`config.mk`:
```
export PLATFORM = sky130hd
export DESIGN_NAME = tmr3_timer
export DESIGN_NICKNAME = d
export VERILOG_FILES = /design/src/include/tmr3_pkg.sv /design/src/logic/tmr3_edge_div.sv /design/src/logic/tmr3_timer.sv
export SDC_FILE = /design/constraint.sdc
export NUM_CORES = 1
export LEC_CHECK = 0
export BUFFER_PORTS_ARGS = -buffer_cell sky130_fd_sc_hd__buf_2
export CORE_MARGIN = 2
export CORE_UTILIZATION = 51
export DETAILED_ROUTE_END_ITERATION = 6
export MAX_ROUTING_LAYER = met4
export PLACE_DENSITY = 0.74
export SLEW_MARGIN = 20
export SYNTH_ARGS = -nofsm -noshare
export SYNTH_HDL_FRONTEND = slang
export SYNTH_HIERARCHICAL = 1
export SYNTH_SLANG_ARGS = --single-unit
```
`constraint.sdc`:
```
create_clock -name mclk -period 4.4 [get_ports mclk]
set_input_delay 0.44 -clock mclk [delete_from_list [all_inputs] [get_ports mclk]]
set_output_delay 0.44 -clock mclk [all_outputs]
set_load 0.02 [all_outputs]
```
`src/include/tmr3_pkg.sv`:
```
// Package: register map, field positions and timing constants for timer 3
package tmr3_pkg;
  // Special-function register bus
  localparam logic [7:0] TMR3_ADDR_CTRL   = 8'h91;
  localparam logic [7:0] TMR3_ADDR_RELL   = 8'h92;
  localparam logic [7:0] TMR3_ADDR_RELH   = 8'h93;
  localparam logic [7:0] TMR3_ADDR_CNTL   = 8'h94;
  localparam logic [7:0] TMR3_ADDR_CNTH   = 8'h95;
  localparam logic [3:0] TMR3_SFR_PAGE    = 4'h0;
  localparam logic [7:0] TMR3_CTRL_RESET  = 8'h00;
  localparam logic [7:0] TMR3_BYTE_RESET  = 8'h00;
  localparam logic [7:0] TMR3_BYTE_MAX    = 8'hFF;
  // Control register bit positions
  localparam int TMR3_BIT_HFLAG  = 7;
  localparam int TMR3_BIT_LFLAG  = 6;
  localparam int TMR3_BIT_LIEN   = 5;
  localparam int TMR3_BIT_CAPEN  = 4;
  localparam int TMR3_BIT_SPLIT  = 3;
  localparam int TMR3_BIT_RUN    = 2;
  localparam int TMR3_BIT_XCLK1  = 1;
  localparam int TMR3_BIT_XCLK0  = 0;
  // External clock select encodings
  localparam logic [1:0] TMR3_XCLK_DIV12_CMP = 2'h0;
  localparam logic [1:0] TMR3_XCLK_OSC8_CMP  = 2'h1;
  localparam logic [1:0] TMR3_XCLK_DIV12_OSC = 2'h2;
  localparam logic [1:0] TMR3_XCLK_CMP_OSC   = 2'h3;
  // Dividers
  localparam logic [3:0] TMR3_DIV12_LAST = 4'hB;
  localparam logic [2:0] TMR3_DIV8_LAST  = 3'h7;
endpackage

```
`src/logic/tmr3_edge_div.sv`:
```
// Synchroniser, rising edge detector and optional divide by eight
`timescale 1ns/10ps
`default_nettype none
module tmr3_edge_div
  import tmr3_pkg::*;
(
  input  wire logic mclk,
  input  wire logic rst_n,
  input  wire logic src_in,
  output logic      edge_pulse,
  output logic      div8_pulse
);
  logic       sync_a;
  logic       sync_b;
  logic       sync_c;
  logic [2:0] cnt;
  logic       next_sync_a;
  logic       next_sync_b;
  logic       next_sync_c;
  logic [2:0] next_cnt;
  logic       next_edge;
  logic       next_div8;

  // Next state: sync chain, edge and every eighth edge
  always_comb begin
    next_sync_a = src_in;
    next_sync_b = sync_a;
    next_sync_c = sync_b;
    next_edge   = sync_b & ~sync_c;
    next_cnt    = cnt;
    next_div8   = 1'b0;
    if (next_edge) begin
      next_cnt = cnt + 3'h1;
      next_div8 = (cnt == TMR3_DIV8_LAST);
    end
  end

  // Registers
  always_ff @(posedge mclk) begin
    if (!rst_n) begin
      sync_a     <= 1'b0;
      sync_b     <= 1'b0;
      sync_c     <= 1'b0;
      cnt        <= 3'h0;
      edge_pulse <= 1'b0;
      div8_pulse <= 1'b0;
    end else begin
      sync_a     <= next_sync_a;
      sync_b     <= next_sync_b;
      sync_c     <= next_sync_c;
      cnt        <= next_cnt;
      edge_pulse <= next_edge;
      div8_pulse <= next_div8;
    end
  end
endmodule
`default_nettype wire

```
`src/logic/tmr3_timer.sv`:
```
// Timer 3: control/status register, counter, reload and capture logic
// Notes on behaviour
// - The high flag sets whenever the upper count byte wraps from FF to its reload value.
// - In 16-bit mode the high flag sets when the whole count wraps from FFFF to the reload value.
// - With the timer interrupt enabled, a set high flag requests service.
// - Neither flag clears by itself; only a software write of 0 clears it.
// - The low flag sets on every low byte wrap, in every mode.
// - With low enable and timer interrupt enabled, low wraps interrupt.
// - A one in the capture enable bit selects capture mode.
// - Control register at page 0 address 91h, bits laid out, reset zero.
// - Split clear gives one 16-bit reload counter, set gives two 8-bit.
// - Run enables counting; in split mode it gates only the upper byte.
// - Clock select picks external clock and capture trigger, synced.
// - With capture enabled, a capture trigger copies the count to reload and sets the high flag.
`timescale 1ns/10ps
`default_nettype none
module tmr3_timer
  import tmr3_pkg::*;
(
  input  wire logic       mclk,
  input  wire logic       rst_n,
  input  wire logic [3:0] sfr_page,
  input  wire logic [7:0] sfr_addr,
  input  wire logic [7:0] sfr_wdata,
  input  wire logic       sfr_wr,
  input  wire logic       sfr_rd,
  output logic [7:0]      sfr_rdata,
  input  wire logic       clk_sel_high,
  input  wire logic       clk_sel_low,
  input  wire logic       timer_irq_enable,
  input  wire logic       ext_osc_in,
  input  wire logic       comparator_in,
  output logic            timer_irq
);
  logic [7:0] ctrl;
  logic [7:0] count_low_byte;
  logic [7:0] count_high_byte;
  logic [7:0] reload_low_byte;
  logic [7:0] reload_high_byte;
  logic [3:0] div12_cnt;
  logic [7:0] next_ctrl;
  logic [7:0] next_cnt_lo;
  logic [7:0] next_cnt_hi;
  logic [7:0] next_rel_lo;
  logic [7:0] next_rel_hi;
  logic [3:0] next_div12;
  logic [7:0] next_rdata;
  logic       div12_tick;
  logic       cmp_edge;
  logic       osc_div8;
  logic       ext_tick;
  logic       cap_trig;
  logic       tick_lo;
  logic       tick_hi;
  logic       wrap_lo;
  logic       wrap_hi;
  logic       split_mode_select;
  logic       run_control;
  logic       capture_mode_enable;
  logic [1:0] ext_clock_select;

  // Address decode helper
  function automatic logic hit(input logic [7:0] a, input logic [7:0] r);
    hit = (sfr_page == TMR3_SFR_PAGE) && (a == r);
  endfunction

  assign split_mode_select   = ctrl[TMR3_BIT_SPLIT];
  assign run_control         = ctrl[TMR3_BIT_RUN];
  assign capture_mode_enable = ctrl[TMR3_BIT_CAPEN];
  assign ext_clock_select    = ctrl[TMR3_BIT_XCLK1:TMR3_BIT_XCLK0];

  // Synchronised external sources
  tmr3_edge_div u_osc (
    .mclk       (mclk),
    .rst_n      (rst_n),
    .src_in     (ext_osc_in),
    .edge_pulse (),
    .div8_pulse (osc_div8)
  );
  tmr3_edge_div u_cmp (
    .mclk       (mclk),
    .rst_n      (rst_n),
    .src_in     (comparator_in),
    .edge_pulse (cmp_edge),
    .div8_pulse ()
  );

  // External clock and capture trigger selection
  always_comb begin
    div12_tick = (div12_cnt == TMR3_DIV12_LAST);
    case (ext_clock_select)
      TMR3_XCLK_DIV12_CMP: begin
        ext_tick = div12_tick;
        cap_trig = cmp_edge;
      end
      TMR3_XCLK_OSC8_CMP: begin
        ext_tick = osc_div8;
        cap_trig = cmp_edge;
      end
      TMR3_XCLK_DIV12_OSC: begin
        ext_tick = div12_tick;
        cap_trig = osc_div8;
      end
      default: begin
        ext_tick = cmp_edge;
        cap_trig = osc_div8;
      end
    endcase
  end

  // Per-byte count enables and wraps
  always_comb begin
    tick_lo = clk_sel_low ? 1'b1 : ext_tick;
    tick_hi = clk_sel_high ? 1'b1 : ext_tick;
    wrap_lo = 1'b0;
    wrap_hi = 1'b0;
    if (split_mode_select) begin
      wrap_lo = tick_lo && (count_low_byte == TMR3_BYTE_MAX);
      wrap_hi = run_control && tick_hi
                && (count_high_byte == TMR3_BYTE_MAX);
    end else if (run_control) begin
      wrap_lo = tick_lo && (count_low_byte == TMR3_BYTE_MAX);
      wrap_hi = wrap_lo && (count_high_byte == TMR3_BYTE_MAX);
    end
  end

  // Counter, reload, divider and control next state
  always_comb begin
    next_cnt_lo = count_low_byte;
    next_cnt_hi = count_high_byte;
    next_rel_lo = reload_low_byte;
    next_rel_hi = reload_high_byte;
    next_ctrl   = ctrl;
    next_div12  = div12_tick ? 4'h0 : div12_cnt + 4'h1;
    // Software writes first, hardware events override
    if (sfr_wr) begin
      if (hit(sfr_addr, TMR3_ADDR_CTRL)) begin
        next_ctrl = sfr_wdata;
      end
      if (hit(sfr_addr, TMR3_ADDR_RELL)) begin
        next_rel_lo = sfr_wdata;
      end
      if (hit(sfr_addr, TMR3_ADDR_RELH)) begin
        next_rel_hi = sfr_wdata;
      end
      if (hit(sfr_addr, TMR3_ADDR_CNTL)) begin
        next_cnt_lo = sfr_wdata;
      end
      if (hit(sfr_addr, TMR3_ADDR_CNTH)) begin
        next_cnt_hi = sfr_wdata;
      end
    end
    // Counting with auto-reload
    if (split_mode_select) begin
      if (tick_lo) begin
        next_cnt_lo = wrap_lo ? reload_low_byte : count_low_byte + 8'h01;
      end
      if (run_control && tick_hi) begin
        next_cnt_hi = wrap_hi ? reload_high_byte : count_high_byte + 8'h01;
      end
    end else if (run_control && tick_lo) begin
      if (wrap_hi) begin
        next_cnt_lo = reload_low_byte;
        next_cnt_hi = reload_high_byte;
      end else begin
        next_cnt_lo = count_low_byte + 8'h01;
        if (wrap_lo) begin
          next_cnt_hi = count_high_byte + 8'h01;
        end
      end
    end
    // Capture overwrites reload registers
    if (capture_mode_enable && cap_trig) begin
      next_rel_lo = count_low_byte;
      next_rel_hi = count_high_byte;
      next_ctrl[TMR3_BIT_HFLAG] = 1'b1;
    end
    if (wrap_hi) begin
      next_ctrl[TMR3_BIT_HFLAG] = 1'b1;
    end
    if (wrap_lo) begin
      next_ctrl[TMR3_BIT_LFLAG] = 1'b1;
    end
  end

  // Read data mux, registered
  always_comb begin
    next_rdata = sfr_rdata;
    if (sfr_rd) begin
      next_rdata = TMR3_BYTE_RESET;
      if (hit(sfr_addr, TMR3_ADDR_CTRL)) next_rdata = ctrl;
      if (hit(sfr_addr, TMR3_ADDR_RELL)) next_rdata = reload_low_byte;
      if (hit(sfr_addr, TMR3_ADDR_RELH)) next_rdata = reload_high_byte;
      if (hit(sfr_addr, TMR3_ADDR_CNTL)) next_rdata = count_low_byte;
      if (hit(sfr_addr, TMR3_ADDR_CNTH)) next_rdata = count_high_byte;
    end
  end

  // Interrupt request from pending flags
  assign timer_irq = timer_irq_enable
                     && (ctrl[TMR3_BIT_HFLAG]
                     || (ctrl[TMR3_BIT_LIEN] && ctrl[TMR3_BIT_LFLAG]));

  // Registers
  always_ff @(posedge mclk) begin
    if (!rst_n) begin
      ctrl             <= TMR3_CTRL_RESET;
      count_low_byte   <= TMR3_BYTE_RESET;
      count_high_byte  <= TMR3_BYTE_RESET;
      reload_low_byte  <= TMR3_BYTE_RESET;
      reload_high_byte <= TMR3_BYTE_RESET;
      div12_cnt        <= 4'h0;
      sfr_rdata        <= TMR3_BYTE_RESET;
    end else begin
      ctrl             <= next_ctrl;
      count_low_byte   <= next_cnt_lo;
      count_high_byte  <= next_cnt_hi;
      reload_low_byte  <= next_rel_lo;
      reload_high_byte <= next_rel_hi;
      div12_cnt        <= next_div12;
      sfr_rdata        <= next_rdata;
    end
  end
endmodule
`default_nettype wire

```
==> reports/results.txt, run 1 <==
Initial Util = 52.5%
clock root buffer = clkbuf_8
io pins = 38
largest fanout on the critical path = 11
critical path launch point type = flip-flop
routability cong. = 0.989
Post-DRT Antenna Nets = 0
Arr. time, crit path = 3130 ps
Hold Path Stages = 2
Register Area = 1260 sq um
status = finished, final reports clean
Post-Route Skew = 7.73 ps
MaxCap Viol Count = 0
first-pass GRT wire length = 19300 microns
CTS tree = done
Post-Syn Nets = 508
post-CTS resize count = 0
max-slew violations = 0
CP Class = flip-flop to flip-flop
clock buffer depth = 2
pin slew with the least headroom to its limit = 1080 ps
LEAKAGE = 1.97 nW
Die Width = 93.0 microns
vias in the first global route = 3554
Routed wire per std cell = 19.8 microns
Ys Warns = 6
Final setup viols = 0
Core ar. = 7690 sq um
# H-tree levels = 3
unrepaired setup endpoints after global routing = false
CP endpoint kind = flip-flop
diodes inserted = 0
clock-pin slew on the worst setup and hold paths = 70 ps
post-layout net count = 528
Area Growth Syn to Fin = 9.36%
clock latency on the worst-skew pair = 360 ps
Sink Count = 63
CTS buffer count = 9
First-pass DRT Iterations = 5
DRC Markers = 0
initial DRC count = 399
Buffers on Ports = 37
Mapped Cells = 474
worst min path class = input pin to flip-flop
die span in y = 93.0 microns
most common cell after layout, fill and taps aside = dfxtp_1
drt via density = 6.40
post-CTS setup buffer count = 0
Fillers = 711
drt total wl = 11900 microns
Worst R2R Path Depth = 6
power per cell area = 261 nW/um^2
gr usage total = 29.4%
share of cells above drive strength 1 = 16.7%
largest net degree at the start of global routing = 37
VDD IR max = 0.000156 V
Cell Area, Synth = 4040 sq um
grt ovf = 0
Final Hold Vio Count = 0
site row count = 32
period utilisation layout = 65.2%
DPL Wire Length = 8290 microns
syn avg cell area = 8.52 sq um
Fin Hold WS = 292 ps
Crit path required time = 4660 ps
Max Freq = 0.349 GHz
minimum clock period = 2870 ps
total die area = 8650 sq um
most frequent cells in the layout = dfxtp_1 (63), mux2i_1 (57), nor2_1 (51), nand2_1 (43), buf_2 (37)
relative slew slack = 27.5%
area of the multi-input gates = 2610 sq um
setup TNS = 0 ps
initial antenna violation count = 0
hold buffer count at cts = 0
DR vias = 3842
## routing by layer
metal | vias to the layer above | wire length [microns] | GRT usage, %
met4 | 0 | 178 | 8.46
li1 | 1801 | - | -
met5 | - | 0 | -
met3 | 20 | 1060 | 5.48
met2 | 198 | 5560 | 46.1
met1 | 1823 | 5070 | 39.2
## sequential cells by signal (all words and copies together) (netlist names), 3 cells and up
signal,cells
sfr_rdata,8
reload_low_byte,8
count_high_byte,8
count_low_byte,8
ctrl,8
div12_cnt,4
reload_high_byte,8
u_osc/cnt,3
## power breakdown
group          internal, mW  switching, mW  leakage, nW
registers             0.579        0.00496        0.511
clock network         0.246          0.241       0.0942
logic                0.0301         0.0535         1.36
total                 0.855          0.300         1.97
## through the flow
step	instances	total power [mW]	area (sq um)	util [%]	setup WS, ps
2_1_floorplan	474	0.643	4040	-	2380
6_report	600	1.15	4420	57.5	1530
4_1_cts	600	1.15	4420	57.5	1590
5_1_grt	600	1.19	4420	57.5	1350
3_3_place_gp	585	0.676	4230	55.1	1640
3_5_place_dp	585	0.679	4230	55.1	1600
## worst paths after layout
check,slack (ps),startpoint,to
setup / recovery,1530,ctrl[2],count_low_byte[0]
hold / removal,290,comparator_in,u_cmp/next_sync_b
setup reg to reg,1530,ctrl[2],count_low_byte[0]
hold reg to reg,440,u_cmp/next_sync_b,u_cmp/next_sync_c
## critical path: stages (launching register included)
cell      delay, ps
dfxtp_1         550
inv_1           250
a221oi_4        560
a22oi_4         210
nand2b_1        490
or3_1           440
a311oi_1        250
## layout make-up
cell class                      instances  share of cell area, %
Multi-Input combinational cell        373                   59.1
Sequential cell                        63                   28.6
Timing Repair Buffer                   40                   4.70
Clock buffer                           12                   3.74
Tap cell                              102                   2.89
Inverter                                7                  0.595
Clock inverter                          3                  0.397
No activity file was read; power rests on OpenSTA's default activity.
==> run 2: changes to the inputs <==
Clock period 4.4 ns to 3 ns, I/O delays scaled along.
==> run 2 against run 1 <==
Fmax rose by 12%. Final area rose by 2.4%. Global-route usage decreased by 0.54 points. Combinational power is 46% higher.
==> reports/results.txt, run 2 (synthesis gave the netlist of run 1 again) <==
Clock Power Share = 46.0%
MaxCap Viol Count = 0
largest fanout on the critical path = 15
DRC Markers = 0
placed cell areas = 4300 sq um
Post-DRT Antenna Nets = 0
Worst path max stage delay = 470 ps
setup TNS = 0 ps
initial antenna violation count = 0
worst min path class = input pin to flip-flop
relative slew slack = 52.9%
Area Growth Syn to Fin = 12.0%
Die Width = 93.0 microns
Core ar. = 7690 sq um
most common cell after layout, fill and taps aside = dfxtp_1
post-CTS resize count = 0
Fillers = 729
diodes inserted = 0
reg2reg start = div12_cnt[0]
initial DRC count = 370
critical path launch point type = flip-flop
total die area = 8650 sq um
Max Freq = 0.392 GHz
Top Layer Used = met4
clock latency on the worst-skew pair = 350 ps
slowest CP cell = a22oi_1
minimum clock period = 2550 ps
Largest delay share family, worst path = compound AO/OA/AOI/OAI gates
routability cong. = 1.03
logic gate share of total power = 6.7%
post-CTS setup buffer count = 0
hold buffer count at cts = 0
Initial Util = 52.5%
Post-Route Skew = 7.95 ps
WL met1 = 4820 microns
First-pass DRT Iterations = 5
Sink Count = 63
grt ovf = 0
first-pass GRT wire length = 18800 microns
VDD IR max = 0.000344 V
largest net degree at the start of global routing = 34
Buffers on Ports = 37
power per cell area = 400 nW/um^2
io pins = 38
post-layout net count = 537
LEAKAGE = 2.02 nW
drt total wl = 11600 microns
gr usage total = 28.9%
Buf/Inv on CP = 0
clock-pin slew on the worst setup and hold paths = 70 ps
CTS tree = done
share of cells above drive strength 1 = 18.1%
unrepaired setup endpoints after global routing = false
CP endpoint kind = flip-flop
DR vias = 3836
hold_sp = comparator_in
Sw Share = 24.4%
period utilisation layout = 85.1%
Routed wire per std cell = 18.9 microns
CP Class = flip-flop to flip-flop
Crit path required time = 3240 ps
clock buffer depth = 2
DPL Wire Length = 8200 microns
P_int = 1.37 mW
Final setup viols = 0
crit-path cells = ha_1 -> nand3b_4 -> a22oi_1 -> nand2_1 -> a21oi_1 -> o221ai_1 -> o211a_1
drt via density = 6.29
most frequent cells in the layout = dfxtp_1 (63), mux2i_1 (57), nor2_1 (51), nand2_1 (43), buf_2 (37)
met2 wire length = 5410 microns
metal3 WL = 996 microns
CTS buffer count = 9
final instance area = 4520 sq um
Arr. time, crit path = 2800 ps
# H-tree levels = 3
max-slew violations = 0
vias in the first global route = 3647
die span in y = 93.0 microns
Seq pwr share = 47.3%
sw power = 0.441 mW
site row count = 32
clock root buffer = clkbuf_8
Critical Path Start = div12_cnt[0]
Final Hold Vio Count = 0
pin slew with the least headroom to its limit = 699 ps
status = finished, final reports clean
-- run 2: layout make-up --
| cell class | instances | area (sq um) | area share, % |
|---|---|---|---|
| Clock buffer | 10 | 128 | 2.82 |
| Inverter | 7 | 26.3 | 0.581 |
| Sequential cell | 63 | 1260 | 27.9 |
| Clock inverter | 6 | 92.6 | 2.05 |
| Multi-Input combinational cell | 373 | 2610 | 57.7 |
| Timing Repair Buffer | 49 | 275 | 6.09 |
| Tap cell | 102 | 128 | 2.82 |
-- run 2: per-stage QoR --
stage          setup slack [ps]  hold slack, ps  std cells  power, mW  utilization (%)
2_1_floorplan               980             412        474      0.943                -
3_3_place_gp                485             414        594      0.993             56.0
3_5_place_dp                479             423        594      0.996             56.0
4_1_cts                     496             141        610       1.82             58.8
5_1_grt                     176             158        610       1.87             58.8
6_report                    446             152        610       1.81             58.8
-- run 2: layer usage --
metal  vias to the layer above  global-route usage (%)
met2                       182                    45.7
met3                        34                    7.82
li1                       1813                       -
met4                         0                    11.3
met5                         -                       -
met1                      1807                    35.3
-- run 2: worst paths after layout --
path / end / slack [ps] / cells past startpoint
setup / recovery: count_high_byte[6] / 450 / 7
hold / removal: u_cmp/next_sync_b / 150 / 2
setup reg to reg: count_high_byte[6] / 450 / 7
hold reg to reg: u_cmp/next_sync_c / 440 / 1
-- run 2: power by group through the flow --
stage | Sequential [mW] | Combinational [mW] | Clock [mW]
CTS | 0.856 | 0.121 | 0.842
floorplan | 0.881 | 0.0627 | 0
detailed placement | 0.876 | 0.120 | 0
global route | 0.858 | 0.133 | 0.884
finish | 0.856 | 0.122 | 0.832
global placement | 0.875 | 0.118 | 0
